File: config.mk
export PLATFORM = sky130hd
export DESIGN_NAME = deser_video_out
export DESIGN_NICKNAME = d
export VERILOG_FILES = /design/src/pkg/video_out_pkg.sv /design/src/pkg/pix_stream_if.sv /design/src/hw/deser_video_out.sv /design/src/hw/pixel_fifo.sv
export VERILOG_INCLUDE_DIRS = /design/src /design/src/pkg
export SDC_FILE = /design/constraint.sdc
export NUM_CORES = 1
export LEC_CHECK = 0
export BUFFER_PORTS_ARGS = -buffer_cell sky130_fd_sc_hd__buf_2
export CELL_PAD_IN_SITES_DETAIL_PLACEMENT = 2
export CELL_PAD_IN_SITES_GLOBAL_PLACEMENT = 2
export CORE_MARGIN = 8
export CORE_UTILIZATION = 44
export CTS_CLUSTER_DIAMETER = 150
export DETAILED_ROUTE_END_ITERATION = 12
export PLACE_DENSITY = 0.8
export SYNTH_ARGS = -nofsm -noshare
export SYNTH_HDL_FRONTEND = slang
export SYNTH_HIERARCHICAL = 1
export SYNTH_SLANG_ARGS = --single-unit
File: constraint.sdc
create_clock -name clock -period 3.86 [get_ports clock]
set_input_delay 1.158 -clock clock [delete_from_list [all_inputs] [get_ports clock]]
set_output_delay 1.158 -clock clock [all_outputs]
set_load 0.005 [all_outputs]
File: src/pkg/video_out_defs.svh
// Constants for the deserializer video output block.
`ifndef VIDEO_OUT_DEFS_SVH
`define VIDEO_OUT_DEFS_SVH

// Core clock period and strap settle time, both in nanoseconds.
`define CLK_PERIOD_NS       4
`define STRAP_SETTLE_NS     100
// Least settle time rounds up to whole clock cycles.
`define STRAP_SETTLE_CYC    ((`STRAP_SETTLE_NS + `CLK_PERIOD_NS - 1) / `CLK_PERIOD_NS)

// Strap positions on the blue colour pins.
`define STRAP_MODE_HI_BIT   6
`define STRAP_MODE_LO_BIT   7
`define STRAP_SLEEP_BIT     2
`define STRAP_EDGE_BIT      1

// Operating mode codes.
`define MODE_FILTER_OFF     2'h0
`define MODE_FILTER_ON      2'h1
`define MODE_LEGACY_A       2'h2
`define MODE_LEGACY_B       2'h3

// Least number of pixel words a filtered control level must hold.
`define FILTER_MIN_WORDS    2'h3

// Output FIFO depth in pixel words.
`define PIX_FIFO_DEPTH      8

`endif

File: src/pkg/video_out_pkg.sv
// Types shared by the deserializer video output block.
package video_out_pkg;

	// One pixel word: colour plus the three control levels.
	typedef struct packed {
		logic [7:0] red;
		logic [7:0] green;
		logic [7:0] blue;
		logic       de;
		logic       hs;
		logic       vs;
	} pixel_word_t;

	// Output sequencer states.
	typedef enum logic [2:0] {
		ST_OFF,
		ST_STRAP,
		ST_WAIT_LOCK,
		ST_HOLD_LOW,
		ST_ACTIVE
	} ctl_state_t;

endpackage : video_out_pkg
File: src/pkg/pix_stream_if.sv
// Valid/ready stream of pixel words between the block's own modules.
`timescale 1ns/100ps
interface pix_stream_if #(
	parameter int WIDTH = 27
);
	logic             valid;
	logic             ready;
	logic [WIDTH-1:0] data;

	modport src (output valid, output data, input ready);
	modport snk (input valid, input data, output ready);
endinterface : pix_stream_if

File: src/hw/deser_video_out.sv
// Deserializer parallel video output stage with straps, lock and self-test.
//
// Functional notes
// - Red, green, blue each on own 8-bit bus, bit 7 most significant.
// - Power-down low forces all video outputs to the sleep-state selection.
// - Colour pins act as inputs during power up for strap reading.
// - All straps sampled at power up; open pins read low by pulldown.
// - Filter off: DE and HS pass with no minimum pulse width.
// - Lock output high only when PLL locked; video driven only then. Sleep select 1 also drives the pins low while unlocked.
// - Unlocked: lock low and outputs held in the sleep-state selection.
// - Self-test pass high while error free, low once an error seen.
// - Data and controls launch relative to the selected pixel clock edge.
// - Edge select 1 uses rising pixel clock edge, 0 the falling edge.
// - Mode 00 filter off, 01 filter on, 10 and 11 older partners.
// - Hold-low option keeps outputs low after lock until released.
// - Self-test enable high enables self-test, low disables it.
`timescale 1ns/100ps
`include "video_out_defs.svh"
module deser_video_out (
	input  wire logic        clock,
	input  wire logic        nrst,
	input  wire logic        power_down_n,
	input  wire logic        link_clock,
	input  wire logic        pll_locked,
	input  wire logic        self_test_enable,
	input  wire logic        hold_outputs_low,
	input  wire logic        hold_release,
	input  wire logic [7:0]  rx_red,
	input  wire logic [7:0]  rx_green,
	input  wire logic [7:0]  rx_blue,
	input  wire logic        rx_de,
	input  wire logic        rx_hs,
	input  wire logic        rx_vs,
	input  wire logic        rx_valid,
	output wire logic        rx_ready,
	input  wire logic        rx_error,
	input  wire logic [7:0]  red_in,
	output wire logic [7:0]  red_out,
	output wire logic [7:0]  red_oe,
	input  wire logic [7:0]  green_in,
	output wire logic [7:0]  green_out,
	output wire logic [7:0]  green_oe,
	input  wire logic [7:0]  blue_in,
	output wire logic [7:0]  blue_out,
	output wire logic [7:0]  blue_oe,
	output wire logic        video_valid_out,
	output wire logic        line_sync_out,
	output wire logic        frame_sync_out,
	output wire logic        pixel_clock_out,
	output wire logic        ctl_oe,
	output wire logic        lock_out,
	output wire logic        pass_out,
	output wire logic [1:0]  op_mode,
	output wire logic        sleep_state_select,
	output wire logic        strobe_edge_select
);
	localparam int WW = $bits(video_out_pkg::pixel_word_t);

	// Two-stage synchronisers for every pin-side input except hold_release, which is used unsynchronised.
	logic [28:0] sync1_q;
	logic [28:0] sync2_q;
	logic        link_prev_q;
	wire  [28:0] pins_raw = {power_down_n, link_clock, pll_locked, self_test_enable,
	                         hold_outputs_low, red_in, green_in, blue_in};
	wire         pd_s     = sync2_q[28];
	wire         link_s   = sync2_q[27];
	wire         pll_s    = sync2_q[26];
	wire         bist_s   = sync2_q[25];
	wire         hold_s   = sync2_q[24];
	wire  [7:0]  blue_s   = sync2_q[7:0];

	always_ff @(posedge clock or negedge nrst) begin
		if (!nrst) begin
			sync1_q     <= '0;
			sync2_q     <= '0;
			link_prev_q <= 1'b0;
		end else begin
			sync1_q     <= pins_raw;
			sync2_q     <= sync1_q;
			link_prev_q <= link_s;
		end
	end

	// Edge finding on the sampled link clock; the chosen edge launches a word.
	logic strobe_q;
	wire  link_rise = link_s & ~link_prev_q;
	wire  link_fall = ~link_s & link_prev_q;
	wire  sel_edge  = strobe_q ? link_rise : link_fall;

	// Sequencer.
	video_out_pkg::ctl_state_t state_q;
	video_out_pkg::ctl_state_t state_d;
	logic [7:0] settle_q;
	logic [1:0] mode_q;
	logic       sleep_q;
	logic       hold_q;
	logic       released_q;
	wire        settle_done = (settle_q == 8'(`STRAP_SETTLE_CYC - 1));

	// Next state; power-down and loss of lock override everything.
	always_comb begin
		state_d = state_q;
		case (state_q)
			video_out_pkg::ST_OFF: begin
				state_d = video_out_pkg::ST_STRAP;
			end
			video_out_pkg::ST_STRAP: begin
				if (settle_done) begin
					state_d = video_out_pkg::ST_WAIT_LOCK;
				end
			end
			video_out_pkg::ST_WAIT_LOCK: begin
				if (pll_s) begin
					state_d = (hold_q && !released_q) ? video_out_pkg::ST_HOLD_LOW
					                                  : video_out_pkg::ST_ACTIVE;
				end
			end
			video_out_pkg::ST_HOLD_LOW: begin
				if (released_q || hold_release) begin
					state_d = video_out_pkg::ST_ACTIVE;
				end
			end
			video_out_pkg::ST_ACTIVE: begin
				state_d = video_out_pkg::ST_ACTIVE;
			end
			default: begin
				state_d = video_out_pkg::ST_OFF;
			end
		endcase
		if (!pd_s) begin
			state_d = video_out_pkg::ST_OFF;
		end else if (!pll_s && (state_q == video_out_pkg::ST_HOLD_LOW ||
		                        state_q == video_out_pkg::ST_ACTIVE)) begin
			state_d = video_out_pkg::ST_WAIT_LOCK;
		end
	end

	// Drive decisions for the next cycle. While strapping the colour pins float.
	wire linked_d = (state_d == video_out_pkg::ST_ACTIVE) ||
	                (state_d == video_out_pkg::ST_HOLD_LOW);
	wire sleep_d  = (state_d == video_out_pkg::ST_OFF) ||
	                (state_d == video_out_pkg::ST_WAIT_LOCK);
	wire oe_d     = linked_d || (sleep_d && sleep_q);

	logic lock_q;
	logic oe_q;

	// Straps are latched from synchronised pins at the end of the settle time.
	always_ff @(posedge clock or negedge nrst) begin
		if (!nrst) begin
			state_q    <= video_out_pkg::ST_OFF;
			settle_q   <= '0;
			mode_q     <= `MODE_FILTER_OFF;
			sleep_q    <= 1'b0;
			strobe_q   <= 1'b0;
			hold_q     <= 1'b0;
			released_q <= 1'b0;
			lock_q     <= 1'b0;
			oe_q       <= 1'b0;
		end else begin
			state_q  <= state_d;
			lock_q   <= linked_d;
			oe_q     <= oe_d;
			settle_q <= (state_q == video_out_pkg::ST_STRAP) ? settle_q + 8'h01 : 8'h00;
			if (state_q == video_out_pkg::ST_STRAP && settle_done) begin
				mode_q   <= {blue_s[`STRAP_MODE_HI_BIT], blue_s[`STRAP_MODE_LO_BIT]};
				sleep_q  <= blue_s[`STRAP_SLEEP_BIT];
				strobe_q <= blue_s[`STRAP_EDGE_BIT];
				hold_q   <= hold_s;
			end
			if (state_q == video_out_pkg::ST_OFF) begin
				released_q <= 1'b0;
			end else if (hold_release) begin
				released_q <= 1'b1;
			end
		end
	end

	// Incoming pixel words are buffered so a burst from the receiver can wait.
	pix_stream_if #(.WIDTH(WW)) wr_if ();
	pix_stream_if #(.WIDTH(WW)) rd_if ();
	assign wr_if.valid = rx_valid;
	assign wr_if.data  = {rx_red, rx_green, rx_blue, rx_de, rx_hs, rx_vs};
	assign rx_ready    = wr_if.ready;
	// The FIFO drains at pixel rate even while asleep so stale video is not shown later.
	assign rd_if.ready = sel_edge;

	pixel_fifo #(.WIDTH(WW), .DEPTH(`PIX_FIFO_DEPTH)) u_fifo (
		.clock (clock),
		.nrst  (nrst),
		.wr    (wr_if.snk),
		.rd    (rd_if.src)
	);

	video_out_pkg::pixel_word_t head;
	assign head = rd_if.data;
	wire pop  = rd_if.valid & sel_edge;
	wire filt_on = (mode_q == `MODE_FILTER_ON);

	// Control filter for DE and HS: a level passes only after three held words.
	wire [1:0] ctl_raw = {head.de, head.hs};
	logic [1:0] ctl_out;
	genvar gi;
	generate
		for (gi = 0; gi < 2; gi++) begin : g_filt
			logic       cand_q;
			logic       stable_q;
			logic [1:0] cnt_q;
			wire        same   = (ctl_raw[gi] == cand_q);
			wire        reach  = same && (cnt_q >= (`FILTER_MIN_WORDS - 2'h1));
			wire        filt_v = reach ? ctl_raw[gi] : stable_q;
			assign ctl_out[gi] = filt_on ? filt_v : ctl_raw[gi];
			always_ff @(posedge clock or negedge nrst) begin
				if (!nrst) begin
					cand_q   <= 1'b0;
					stable_q <= 1'b0;
					cnt_q    <= 2'h0;
				end else if (pop) begin
					cand_q   <= ctl_raw[gi];
					stable_q <= filt_v;
					if (!same) begin
						cnt_q <= 2'h1;
					end else if (cnt_q != `FILTER_MIN_WORDS) begin
						cnt_q <= cnt_q + 2'h1;
					end
				end
			end
		end
	endgenerate

	// Output word and pixel clock; all fields move together on the chosen edge.
	video_out_pkg::pixel_word_t out_q;
	logic pclk_q;
	wire  active = (state_q == video_out_pkg::ST_ACTIVE);

	always_ff @(posedge clock or negedge nrst) begin
		if (!nrst) begin
			out_q  <= '0;
			pclk_q <= 1'b0;
		end else if (!active) begin
			out_q  <= '0;
			pclk_q <= 1'b0;
		end else begin
			pclk_q <= link_s;
			if (pop) begin
				out_q <= {head.red, head.green, head.blue, ctl_out[1], ctl_out[0], head.vs};
			end
		end
	end

	// Self-test: pass drops on any payload error; an error beats a restart.
	logic pass_q;
	logic bist_prev_q;
	always_ff @(posedge clock or negedge nrst) begin
		if (!nrst) begin
			pass_q      <= 1'b1;
			bist_prev_q <= 1'b0;
		end else begin
			bist_prev_q <= bist_s;
			if (!bist_s) begin
				pass_q <= 1'b1;
			end else if (rx_error) begin
				pass_q <= 1'b0;
			end else if (!bist_prev_q) begin
				pass_q <= 1'b1;
			end
		end
	end

	// Pin mapping; bit 7 of each colour bus is its most significant bit.
	assign red_out            = out_q.red;
	assign green_out          = out_q.green;
	assign blue_out           = out_q.blue;
	assign red_oe             = {8{oe_q}};
	assign green_oe           = {8{oe_q}};
	assign blue_oe            = {8{oe_q}};
	assign video_valid_out    = out_q.de;
	assign line_sync_out      = out_q.hs;
	assign frame_sync_out     = out_q.vs;
	assign pixel_clock_out    = pclk_q;
	assign ctl_oe             = oe_q;
	assign lock_out           = lock_q;
	assign pass_out           = pass_q;
	assign op_mode            = mode_q;
	assign sleep_state_select = sleep_q;
	assign strobe_edge_select = strobe_q;

	// Checks on the logic above.
	a_pd_forces_off: assert property (@(posedge clock) disable iff (!nrst)
		!pd_s |=> state_q == video_out_pkg::ST_OFF && !lock_q ##1 out_q == '0)
		else $error("power-down did not force sleep");
	a_strap_pins_float: assert property (@(posedge clock) disable iff (!nrst)
		state_q == video_out_pkg::ST_STRAP |-> !oe_q && !red_oe[7] && !blue_oe[0])
		else $error("colour pins driven during strap sampling");
	// The settle count is too long to unroll, so the check rides on the settle counter.
	a_strap_wait_lock: assert property (@(posedge clock) disable iff (!nrst)
		state_q == video_out_pkg::ST_STRAP && pd_s
		|=> !lock_q && (state_q == video_out_pkg::ST_STRAP || $past(settle_done)))
		else $error("outputs left sleep before straps were sampled");
	a_unlock_drops: assert property (@(posedge clock) disable iff (!nrst)
		!pll_s |=> !lock_q ##1 out_q == '0 && pclk_q == 1'b0)
		else $error("unlocked but outputs not in sleep state");
	a_lock_needs_pll: assert property (@(posedge clock) disable iff (!nrst)
		$rose(lock_q) |-> $past(pll_s) && pd_s)
		else $error("lock raised without pll lock");
	a_hold_low_zero: assert property (@(posedge clock) disable iff (!nrst)
		state_q == video_out_pkg::ST_HOLD_LOW |=> out_q == '0 && oe_q && lock_q)
		else $error("hold-low state not driving low");
	a_launch_edge: assert property (@(posedge clock) disable iff (!nrst)
		active && $past(active) && $changed(out_q) |-> pclk_q == strobe_q)
		else $error("word changed away from the selected edge");
	a_filter_off_pass: assert property (@(posedge clock) disable iff (!nrst)
		active && pop && mode_q == `MODE_FILTER_OFF && state_d == state_q
		|=> video_valid_out == $past(head.de) && line_sync_out == $past(head.hs))
		else $error("unfiltered control level not passed");
	a_pass_drops: assert property (@(posedge clock) disable iff (!nrst)
		bist_s && $past(bist_s) && rx_error |=> !pass_q [*2] or (##1 !bist_s))
		else $error("self-test error did not clear pass");
	a_test_off_pass: assert property (@(posedge clock) disable iff (!nrst)
		!bist_s |=> pass_q)
		else $error("pass low with self-test disabled");
endmodule : deser_video_out

File: src/hw/pixel_fifo.sv
// Flip-flop FIFO with valid/ready on both sides.
`timescale 1ns/100ps
module pixel_fifo #(
	parameter int WIDTH = 27,
	parameter int DEPTH = 8
) (
	input  wire logic  clock,
	input  wire logic  nrst,
	pix_stream_if.snk  wr,
	pix_stream_if.src  rd
);
	localparam int PW = $clog2(DEPTH);

	logic [WIDTH-1:0] mem_q [DEPTH];
	logic [PW-1:0]    wr_ptr_q;
	logic [PW-1:0]    rd_ptr_q;
	logic [PW:0]      count_q;
	wire              push;
	wire              pop;

	// Full and empty come straight from the occupancy count.
	assign wr.ready = (count_q != (PW+1)'(DEPTH));
	assign rd.valid = (count_q != '0);
	assign rd.data  = mem_q[rd_ptr_q];
	assign push     = wr.valid & wr.ready;
	assign pop      = rd.valid & rd.ready;

	// Storage has no reset; only the pointers and the occupancy count define what is valid.
	always_ff @(posedge clock) begin
		if (push) begin
			mem_q[wr_ptr_q] <= wr.data;
		end
	end

	// Pointers wrap; the depth is a power of two.
	always_ff @(posedge clock or negedge nrst) begin
		if (!nrst) begin
			wr_ptr_q <= '0;
			rd_ptr_q <= '0;
			count_q  <= '0;
		end else begin
			wr_ptr_q <= wr_ptr_q + PW'(push);
			rd_ptr_q <= rd_ptr_q + PW'(pop);
			count_q  <= count_q + (PW+1)'(push) - (PW+1)'(pop);
		end
	end
endmodule : pixel_fifo

==> results of run 1 <==
[Yosys cell counts (4+ instances only)]
master,count
ha_1,16
buf_2,7
buf_4,24
mux4_1,54
mux2_2,27
clkbuf_1,12
nand2_1,63
o21ai_0,7
a21oi_1,42
nand2b_1,4
nor2_1,29
dfrtp_1,85
nor3_1,4
edfxtp_1,216
xor2_1,9
inv_1,15
nand3_1,8
buf_6,7
mux2_4,5
[worst max path at each step]
stage	end	depth (start not counted)	from	slack, ps
detailed placement	u_fifo/mem_q[2][17]	4	rx_valid	1040
CTS	rx_ready	4	u_fifo/count_q[2]	850
global route	rx_ready	4	u_fifo/count_q[2]	800
finish	rx_ready	4	u_fifo/count_q[2]	870
global placement	u_fifo/mem_q[2][23]	4	rx_valid	1180
floorplan	u_fifo/mem_q[0][0]	2	rx_valid	250
[metrics by stage]
step           cells  power, uW  setup WS (ps)  utilization
2_1_floorplan    680       5760            248            -
3_3_place_gp    1092       6270           1180        0.474
3_5_place_dp    1092       6540           1040        0.474
4_1_cts         1154       9980            848        0.516
5_1_grt         1155      10200            800        0.516
6_report        1155       9870            875        0.516
[kinds of logic after synthesis]
kind of cell | after synthesis | synth area share
xor+xnor | 12 | 0.00864
simple gates | 130 | 0.0492
compound gates | 67 | 0.0332
flops | 302 | 0.710
fa+ha+maj | 17 | 0.0181
mux | 86 | 0.148
buf+inv | 66 | 0.0328
[report_power, final]
part | switching (uW) | internal, uW
registers | 359 | 3950
clock network | 1320 | 2070
logic | 1110 | 1060
[sequential cells by signal (all words and copies together), names as in the netlist, 2 cells and up]
name             count
u_fifo/count_q       4
g_filt.cand_q        2
red_out              8
sync1_q              9
g_filt.stable_q      2
sync2_q              9
g_filt.cnt_q         4
green_out            8
settle_q             8
state_q              3
u_fifo/wr_ptr_q      3
u_fifo/rd_ptr_q      3
u_fifo/mem_q       216
blue_out             8
op_mode              2
[layer usage]
| layer | vias up | routed length, um |
|---|---|---|
| met3 | 45 | 1560 |
| met4 | 2 | 510 |
| met5 | - | 13 |
| met2 | 174 | 16300 |
| li1 | 2812 | - |
| met1 | 3430 | 12900 |
[area by class of cell]
type,instances,share of cell area
Tap cell,346,0.0305
Antenna cell,1,0.000176
Clock inverter,23,0.0199
Timing Repair Buffer,117,0.0506
Sequential cell,302,0.609
Multi-Input combinational cell,312,0.223
Inverter,15,0.00397
Clock buffer,39,0.0628
==> results.yml, run 1 <==
global_routing:
  track_usage: 0.190
  first_global_vias: 7480
  grt_use_met2: 0.342
  grt_overflow: 0
  grt_pass1_wl_um: 47400
  use_met3: 0.0376
  antenna_found_initial: 2
  gr-usage-met1: 0.230
  busiest_layer: "met2"
  grt_max_degree: 48
clock_tree:
  cts_root_buf: "clkbuf_16"
  h-tree-depth: 2
  tritoncts: "yes"
  clkTransAtPathRegs_ps: 60
  cts.sinks: 302
  cts_resized: 0
  cts_buffers: 34
  cts_setup_buffers: 0
  clockBufferDepth: 3
  holdBufCountCts: 0
  clock_latency_ps: 530
worst_setup_path:
  max_stage_delay_ps: 500
  cp_max_fo: 4
  r2r_end: "g_filt[0].cnt_q[0]"
  r2r_start: "u_fifo/rd_ptr_q[0]"
  worst_ep_required_time_ps: 2700
  critPathTopFamily: "simple AND/OR/NAND/NOR gates"
  worstSetupPathType: "register to output pin"
  crit_buf_inv: 2
  endpoint_kind: "output pin"
  arrival_ps: 1830
  reg2reg_depth: 5
  rrSetupSlack_ps: 1160
  worstPathCellList: "inv_1 -> ha_1 -> or3b_2 -> buf_2"
  startpoint_type: "register"
  slowest_stage: "or3b_2"
cells_and_area:
  areaGrowthSynthToFinish_pct: 16.6
  multiInputGateArea_um2: 3160
  drive_gt1_frac: 0.275
  final_common_cell: "edfxtp_1"
  fill_cells: 2426
  seq_area_um2: 8640
  most-common-layout-cells: "edfxtp_1 (216), buf_2 (99), dfrtp_1 (83)"
  design_area_um2: 14200
  final_nets: 860
worst_hold_path:
  hold_path.startpoint: "sync1_q[24]"
  hold_class: "register to register"
  hold_path_end: "sync2_q[24]"
  hold_depth: 0
synth:
  synthesis.area_um2: 12200
  synth_warnings: 6
  syn_inst: 680
  synthTopCellsByArea: "edfxtp_1 (53%), dfrtp_1 (17%), mux4_1 (12%)"
  synth_seq_cells: 302
  synth_area_leader_cell: "edfxtp_1"
  avgSynthCellArea_um2: 17.9
  async_flop_share: 0.285
  synth_top_area_frac: 0.533
  synthFlopType: "edfxtp_1"
  synth.distinct_cells: 50
  synth_edf_count: 216
  syn-num-nets: 758
  yosysSeqAreaShare: 0.710
timing:
  finClkSkew_ps: 29.4
  rsz0062_at_grt: "false"
  holdWs_ps: 348
  hold_viol: 0
  timing.fmax_mhz: 335
  period_needed_ps: 2990
  worst_pin_slew_ps: 854
  finalSetupViolations: 0
  fin_setup_tns_ps: 0
  finalCritPeriodShare: 0.773
  slew_violations: 0
  slew_headroom: 0.430
drt:
  drc: 0
  wirelength_um: 31300
  first_pass_iters: 6
  post_drt_wl_per_cell_um: 27.1
  via_count: 6463
  vias_per_cell: 5.60
  drt_iter0_drc: 344
  drtAntennaViolNets: 0
power:
  p_leak_uw: 0.00547
  ir_drop_v: 0.000399
  powerDensity_nw_per_um2: 695
placed_design:
  detailed_place_hpwl_um: 19600
  numPortBuffers: 100
  place_area_um2: 13000
  routabilityCongestion: 0.814
die:
  die-area_um2: 33200
  dieHeight_um: 182
  rows: 61
  io_pins: 121
  core_area_um2: 27500
  initial_utilization: 0.443
  die_w_um: 182
status:
  outcome: "finished, final reports clean"
job:
  cap_violations: 0
(Power assumes the default switching activity.)
==> run 2: changes to the inputs <==
--- a/config.mk
+++ b/config.mk
@@ -10,10 +10,10 @@
 export CELL_PAD_IN_SITES_DETAIL_PLACEMENT = 2
 export CELL_PAD_IN_SITES_GLOBAL_PLACEMENT = 2
 export CORE_MARGIN = 8
-export CORE_UTILIZATION = 44
+export CORE_UTILIZATION = 40
 export CTS_CLUSTER_DIAMETER = 150
 export DETAILED_ROUTE_END_ITERATION = 12
-export PLACE_DENSITY = 0.8
+export PLACE_DENSITY = 0.77
 export SYNTH_ARGS = -nofsm -noshare
 export SYNTH_HDL_FRONTEND = slang
 export SYNTH_HIERARCHICAL = 1
==> constraint.sdc (replaced) <==
create_clock -name clock -period 2.5 [get_ports clock]
set_input_delay 0.75 -clock clock [delete_from_list [all_inputs] [get_ports clock]]
set_output_delay 0.75 -clock clock [all_outputs]
set_load 0.005 [all_outputs]
==> run 2 against run 1 <==
Net effect:
- global-route usage decreased by 2.2 points
- utilization decreased by 4.4 points
- largest power group unchanged
- design area is 0.73% higher
- critical path type is now register to register
==> results.yml, run 2 (synthesis gave the netlist of run 1 again) <==
status:
  outcome: "finished, final reports clean"
clock_tree:
  cts.sinks: 302
  cts_buffers: 35
  clock_latency_ps: 520
  cts_root_buf: "clkbuf_16"
  tritoncts: "yes"
  clockBufferDepth: 3
  holdBufCountCts: 0
  h-tree-depth: 2
  clkTransAtPathRegs_ps: 60
global_routing:
  grt_max_degree: 46
  grt_overflow: 0
  first_global_vias: 7429
  grt_pass1_wl_um: 46300
  track_usage: 0.168
  antenna_found_initial: 4
power:
  p_leak_uw: 0.00550
  ir_drop_v: 0.000626
  powerDensity_nw_per_um2: 1030
timing:
  period_needed_ps: 2460
  slew_headroom: 0.428
  finalSetupViolations: 0
  worst_pin_slew_ps: 856
  slew_violations: 0
  finalCritPeriodShare: 0.983
  hold_viol: 0
  timing.fmax_mhz: 407
  holdWs_ps: 139
  finClkSkew_ps: 27.1
die:
  initial_utilization: 0.402
  dieHeight_um: 190
  die-area_um2: 36200
  io_pins: 121
  rows: 64
  core_area_um2: 30300
  die_w_um: 190
placed_design:
  routabilityCongestion: 0.760
  detailed_place_hpwl_um: 19400
  numPortBuffers: 100
  place_area_um2: 13200
cells_and_area:
  top_regs: "u_fifo/mem_q x216, sync1_q x9, sync2_q x9"
  fill_cells: 2765
  regMostFlops: "u_fifo/mem_q"
  most-common-layout-cells: "edfxtp_1 (216), buf_2 (99), dfrtp_1 (82)"
  largest_register_ffs: 216
  drive_gt1_frac: 0.292
  design_area_um2: 14300
  final_common_cell: "edfxtp_1"
  final_nets: 876
  areaGrowthSynthToFinish_pct: 17.5
drt:
  wirelength_um: 30400
  post_drt_wl_per_cell_um: 24.9
  first_pass_iters: 4
  vias_per_cell: 5.35
  via_count: 6536
  drc: 0
  drt_iter0_drc: 261
  drtAntennaViolNets: 0
worst_setup_path:
  worst_ep_required_time_ps: 2880
  endpoint_kind: "register"
  reg2reg_depth: 9
  startpoint_type: "register"
  worstSetupPathType: "register to register"
  cp_max_fo: 4
  rrSetupSlack_ps: 40
  r2r_end: "u_fifo/count_q[2]"
  r2r_start: "sync2_q[27]"
  arrival_ps: 2840
job:
  cap_violations: 0
worst_hold_path:
  hold_class: "input pin to asynchronous set/reset pin"
## run 2: how the worst max path moves through the flow
| stage | from | endpoint | slack, ps | cells after the start |
|---|---|---|---|---|
| 2_1_floorplan | u_fifo/count_q[2] | u_fifo/mem_q[7][0] | -4 | 5 |
| 3_3_place_gp | rx_valid | u_fifo/mem_q[1][24] | -10 | 4 |
| 3_5_place_dp | u_fifo/count_q[2] | u_fifo/count_q[2] | -80 | 11 |
| 4_1_cts | u_fifo/count_q[2] | rx_ready | -40 | 5 |
| 5_1_grt | sync2_q[27] | u_fifo/count_q[1] | -40 | 9 |
| 6_report | sync2_q[27] | u_fifo/count_q[2] | 40 | 9 |
## run 2: worst max-delay path: stages (launching register included)
cell	delay, ps
dfrtp_2	430
and3b_2	250
or2_2	290
and2_4	150
ha_1	290
inv_1	60
ha_2	180
inv_1	60
fa_1	460
xnor2_2	160
## run 2: area by class of cell
cell class | count | area (um^2) | share of cell area
diodes | 1 | 2.50 | 0.000175
well taps | 396 | 495 | 0.0347
repair buffers | 132 | 831 | 0.0581
clock buffers | 44 | 920 | 0.0643
inverters | 15 | 56.3 | 0.00394
clock inverters | 19 | 141 | 0.00989
flip-flops and latches | 302 | 8640 | 0.605
multi-input cells | 312 | 3200 | 0.224
## run 2: per-layer routing
metal,global-route usage,part of all wire
met5,0,0.0013
met4,0.0427,0.017
met3,0.0347,0.047
met2,0.300,0.53
met1,0.205,0.41
## run 2: repair_timing
item	CTS	global route
setup endpoints to repair	15	22
pin swaps	1	2
endpoints found under the hold margin	0	0
buffers inserted	2	4
gates resized for setup	2	8
## run 2: stage by stage
step / total power [uW] / TNS (ps) / setup slack (ps) / utilization / instances
final: 14800 / 0 / 42.3 / 0.472 / 1221
after floorplan: 8900 / -360 / -3.53 / - / 680
after global routing: 15400 / -80.6 / -40.8 / 0.472 / 1221
after detailed placement: 10100 / -864 / -80.4 / 0.435 / 1152
after CTS: 15000 / -44.4 / -44.4 / 0.470 / 1217
after global placement: 9790 / -119 / -14.9 / 0.435 / 1152
## run 2: power breakdown
group	leakage, uW	switching [uW]	internal [uW]
Combinational	0.00192	1840	1730
Clock	0.000512	1990	2730
Sequential	0.00307	387	6100
==> run 3: changes to the inputs <==
--- a/config.mk
+++ b/config.mk
@@ -6,10 +6,11 @@
 export SDC_FILE = /design/constraint.sdc
 export NUM_CORES = 1
 export LEC_CHECK = 0
+export ABC_CLOCK_PERIOD_IN_PS = 2500
 export BUFFER_PORTS_ARGS = -buffer_cell sky130_fd_sc_hd__buf_2
 export CELL_PAD_IN_SITES_DETAIL_PLACEMENT = 2
 export CELL_PAD_IN_SITES_GLOBAL_PLACEMENT = 2
-export CORE_MARGIN = 8
+export CORE_MARGIN = 2
 export CORE_UTILIZATION = 40
 export CTS_CLUSTER_DIAMETER = 150
 export DETAILED_ROUTE_END_ITERATION = 12
==> run 3 against run 2 <==
Net effect:
- flip-flop and latch count did not move
- wire length fell by 0.95%
- setup slack improved by 37 ps
- global-route usage rose by 2.9 points
- first-iteration DRC count rose by 21%
- combinational power fell by 2%
- largest cell class unchanged
==> results.yml, run 3 (synthesis gave the netlist of run 1 again) <==
drt:
  vias_per_cell: 5.38
  drt_iter0_drc: 317
  post_drt_wl_per_cell_um: 24.9
  first_pass_iters: 4
  drtAntennaViolNets: 0
  drc: 0
  via_count: 6514
  wirelength_um: 30100
timing:
  slew_violations: 0
  rsz0062_at_grt: "false"
  timing.fmax_mhz: 413
  hold_viol: 0
  period_needed_ps: 2420
  fin_setup_tns_ps: 0
  holdWs_ps: 213
  worst_pin_slew_ps: 834
  finClkSkew_ps: 19.5
  slew_headroom: 0.442
  finalCritPeriodShare: 0.968
  finalSetupViolations: 0
cells_and_area:
  final_cells: 1211
  seq_area_um2: 8640
  regMostFlops: "u_fifo/mem_q"
  top_regs: "u_fifo/mem_q x216, sync1_q x9, sync2_q x9"
  drive_gt1_frac: 0.280
  design_area_um2: 14200
  fill_cells: 2716
  final_nets: 872
  final_common_cell: "edfxtp_1"
  areaGrowthSynthToFinish_pct: 16.8
  largest_register_ffs: 216
  most-common-layout-cells: "edfxtp_1 (216), buf_2 (99), dfrtp_1 (83)"
  multiInputGateArea_um2: 3190
placed_design:
  numPortBuffers: 100
  dp_cells: 1148
  routabilityCongestion: 0.710
  place_area_um2: 13100
  detailed_place_hpwl_um: 19100
worst_setup_path:
  slowest_stage: "or3b_4"
  critPathTopFamily: "simple AND/OR/NAND/NOR gates"
  arrival_ps: 1670
  worstPathCellList: "inv_1 -> ha_1 -> or3b_4 -> buf_2"
  rrSetupSlack_ps: 140
  cp_max_fo: 4
  startpoint_type: "register"
  crit_buf_inv: 2
  worst_ep_required_time_ps: 1750
  worstSetupPathType: "register to output pin"
  endpoint_kind: "output pin"
  max_stage_delay_ps: 400
global_routing:
  track_usage: 0.197
  grt_overflow: 0
  grt_max_degree: 46
  grt_pass1_wl_um: 45800
  antenna_found_initial: 1
  first_global_vias: 7323
clock_tree:
  cts_root_buf: "clkbuf_16"
  holdBufCountCts: 0
  clock_latency_ps: 520
  cts.sinks: 302
  clockBufferDepth: 3
  tritoncts: "yes"
  cts_buffers: 34
  h-tree-depth: 2
  clkTransAtPathRegs_ps: 60
power:
  p_seq_frac: 0.439
  powerDensity_nw_per_um2: 1040
  p_sw_uw: 4160
  pwr-share-comb: 0.236
  p_int_uw: 10600
  clockPowerShare: 0.325
  ir_drop_v: 0.000579
  swShare: 0.282
  p_leak_uw: 0.00548
die:
  die_w_um: 178
  initial_utilization: 0.408
  core_area_um2: 29800
  rows: 63
  io_pins: 121
  die-area_um2: 31800
  dieHeight_um: 178
job:
  cap_violations: 0
status:
  outcome: "finished, final reports clean"
worst_hold_path:
  hold_class: "input pin to asynchronous set/reset pin"
==> run 3: cell count changes in the layout (fill, tap and decap cells not counted), sizes merged <==
| cell | change |
|---|---|
| diode | +1 |
| buf | -3 |
| clkbuf | +8 |
| clkinv | -8 |
| clkinvlp | -2 |
==> run 3: per-stage QoR <==
step	utilization	power, uW	worst slack, ps
floorplan	-	8900	-3.53
global placement	0.440	9740	158
detailed placement	0.440	10100	7.64
CTS	0.477	15000	41.3
global route	0.477	15400	6.61
finish	0.477	14800	79.6
==> run 3: worst paths after layout <==
| check | startpoint | endpoint | depth (start not counted) |
|---|---|---|---|
| setup / recovery | u_fifo/count_q[2] | rx_ready | 4 |
| hold / removal | nrst | video_valid_out | 1 |
| setup reg to reg | strobe_edge_select | u_fifo/count_q[1] | 9 |
| hold reg to reg | sync1_q[27] | sync2_q[27] | 0 |
| max in group asynchronous | nrst | pass_out | 2 |
| min in group clock | sync1_q[27] | sync2_q[27] | 0 |
==> run 3: worst reg2reg max path, stage by stage (launching register included) <==
cell,delay [ps]
dfrtp_1,410
and3b_1,230
or2_2,290
and2_1,180
ha_1,300
inv_1,70
ha_1,160
inv_1,60
fa_1,510
inv_1,50
==> run 3: metal layers <==
layer	global-route usage	vias up	wire, um
met5	0	-	0
met4	0.0562	0	663
met3	0.0341	45	1390
met2	0.347	173	15500
met1	0.250	3464	12500
li1	-	2832	-
==> run 3: timing repair <==
item | 4_1_cts | 5_1_grt
setup endpoints to repair | 2 | 3
setup buffers | 0 | 0
resized for setup | 1 | 2
==> run 3: power by group through the flow <==
| stage | logic [uW] | clock network, uW | registers (uW) |
|---|---|---|---|
| after floorplan | 2530 | 0 | 6370 |
| after global placement | 3270 | 0 | 6480 |
| after detailed placement | 3520 | 0 | 6570 |
| after CTS | 3550 | 4920 | 6490 |
| after global routing | 3800 | 5100 | 6540 |
| final | 3490 | 4800 | 6470 |
==> run 3: area by class of cell <==
cell class,instances,area share
multi-input combinational,312,0.224
antenna,2,0.000352
timing repair buffer,129,0.0533
clock buffer,52,0.0697
clock inverter,9,0.00616
sequential,302,0.608
tap,390,0.0343
inverter,15,0.00396
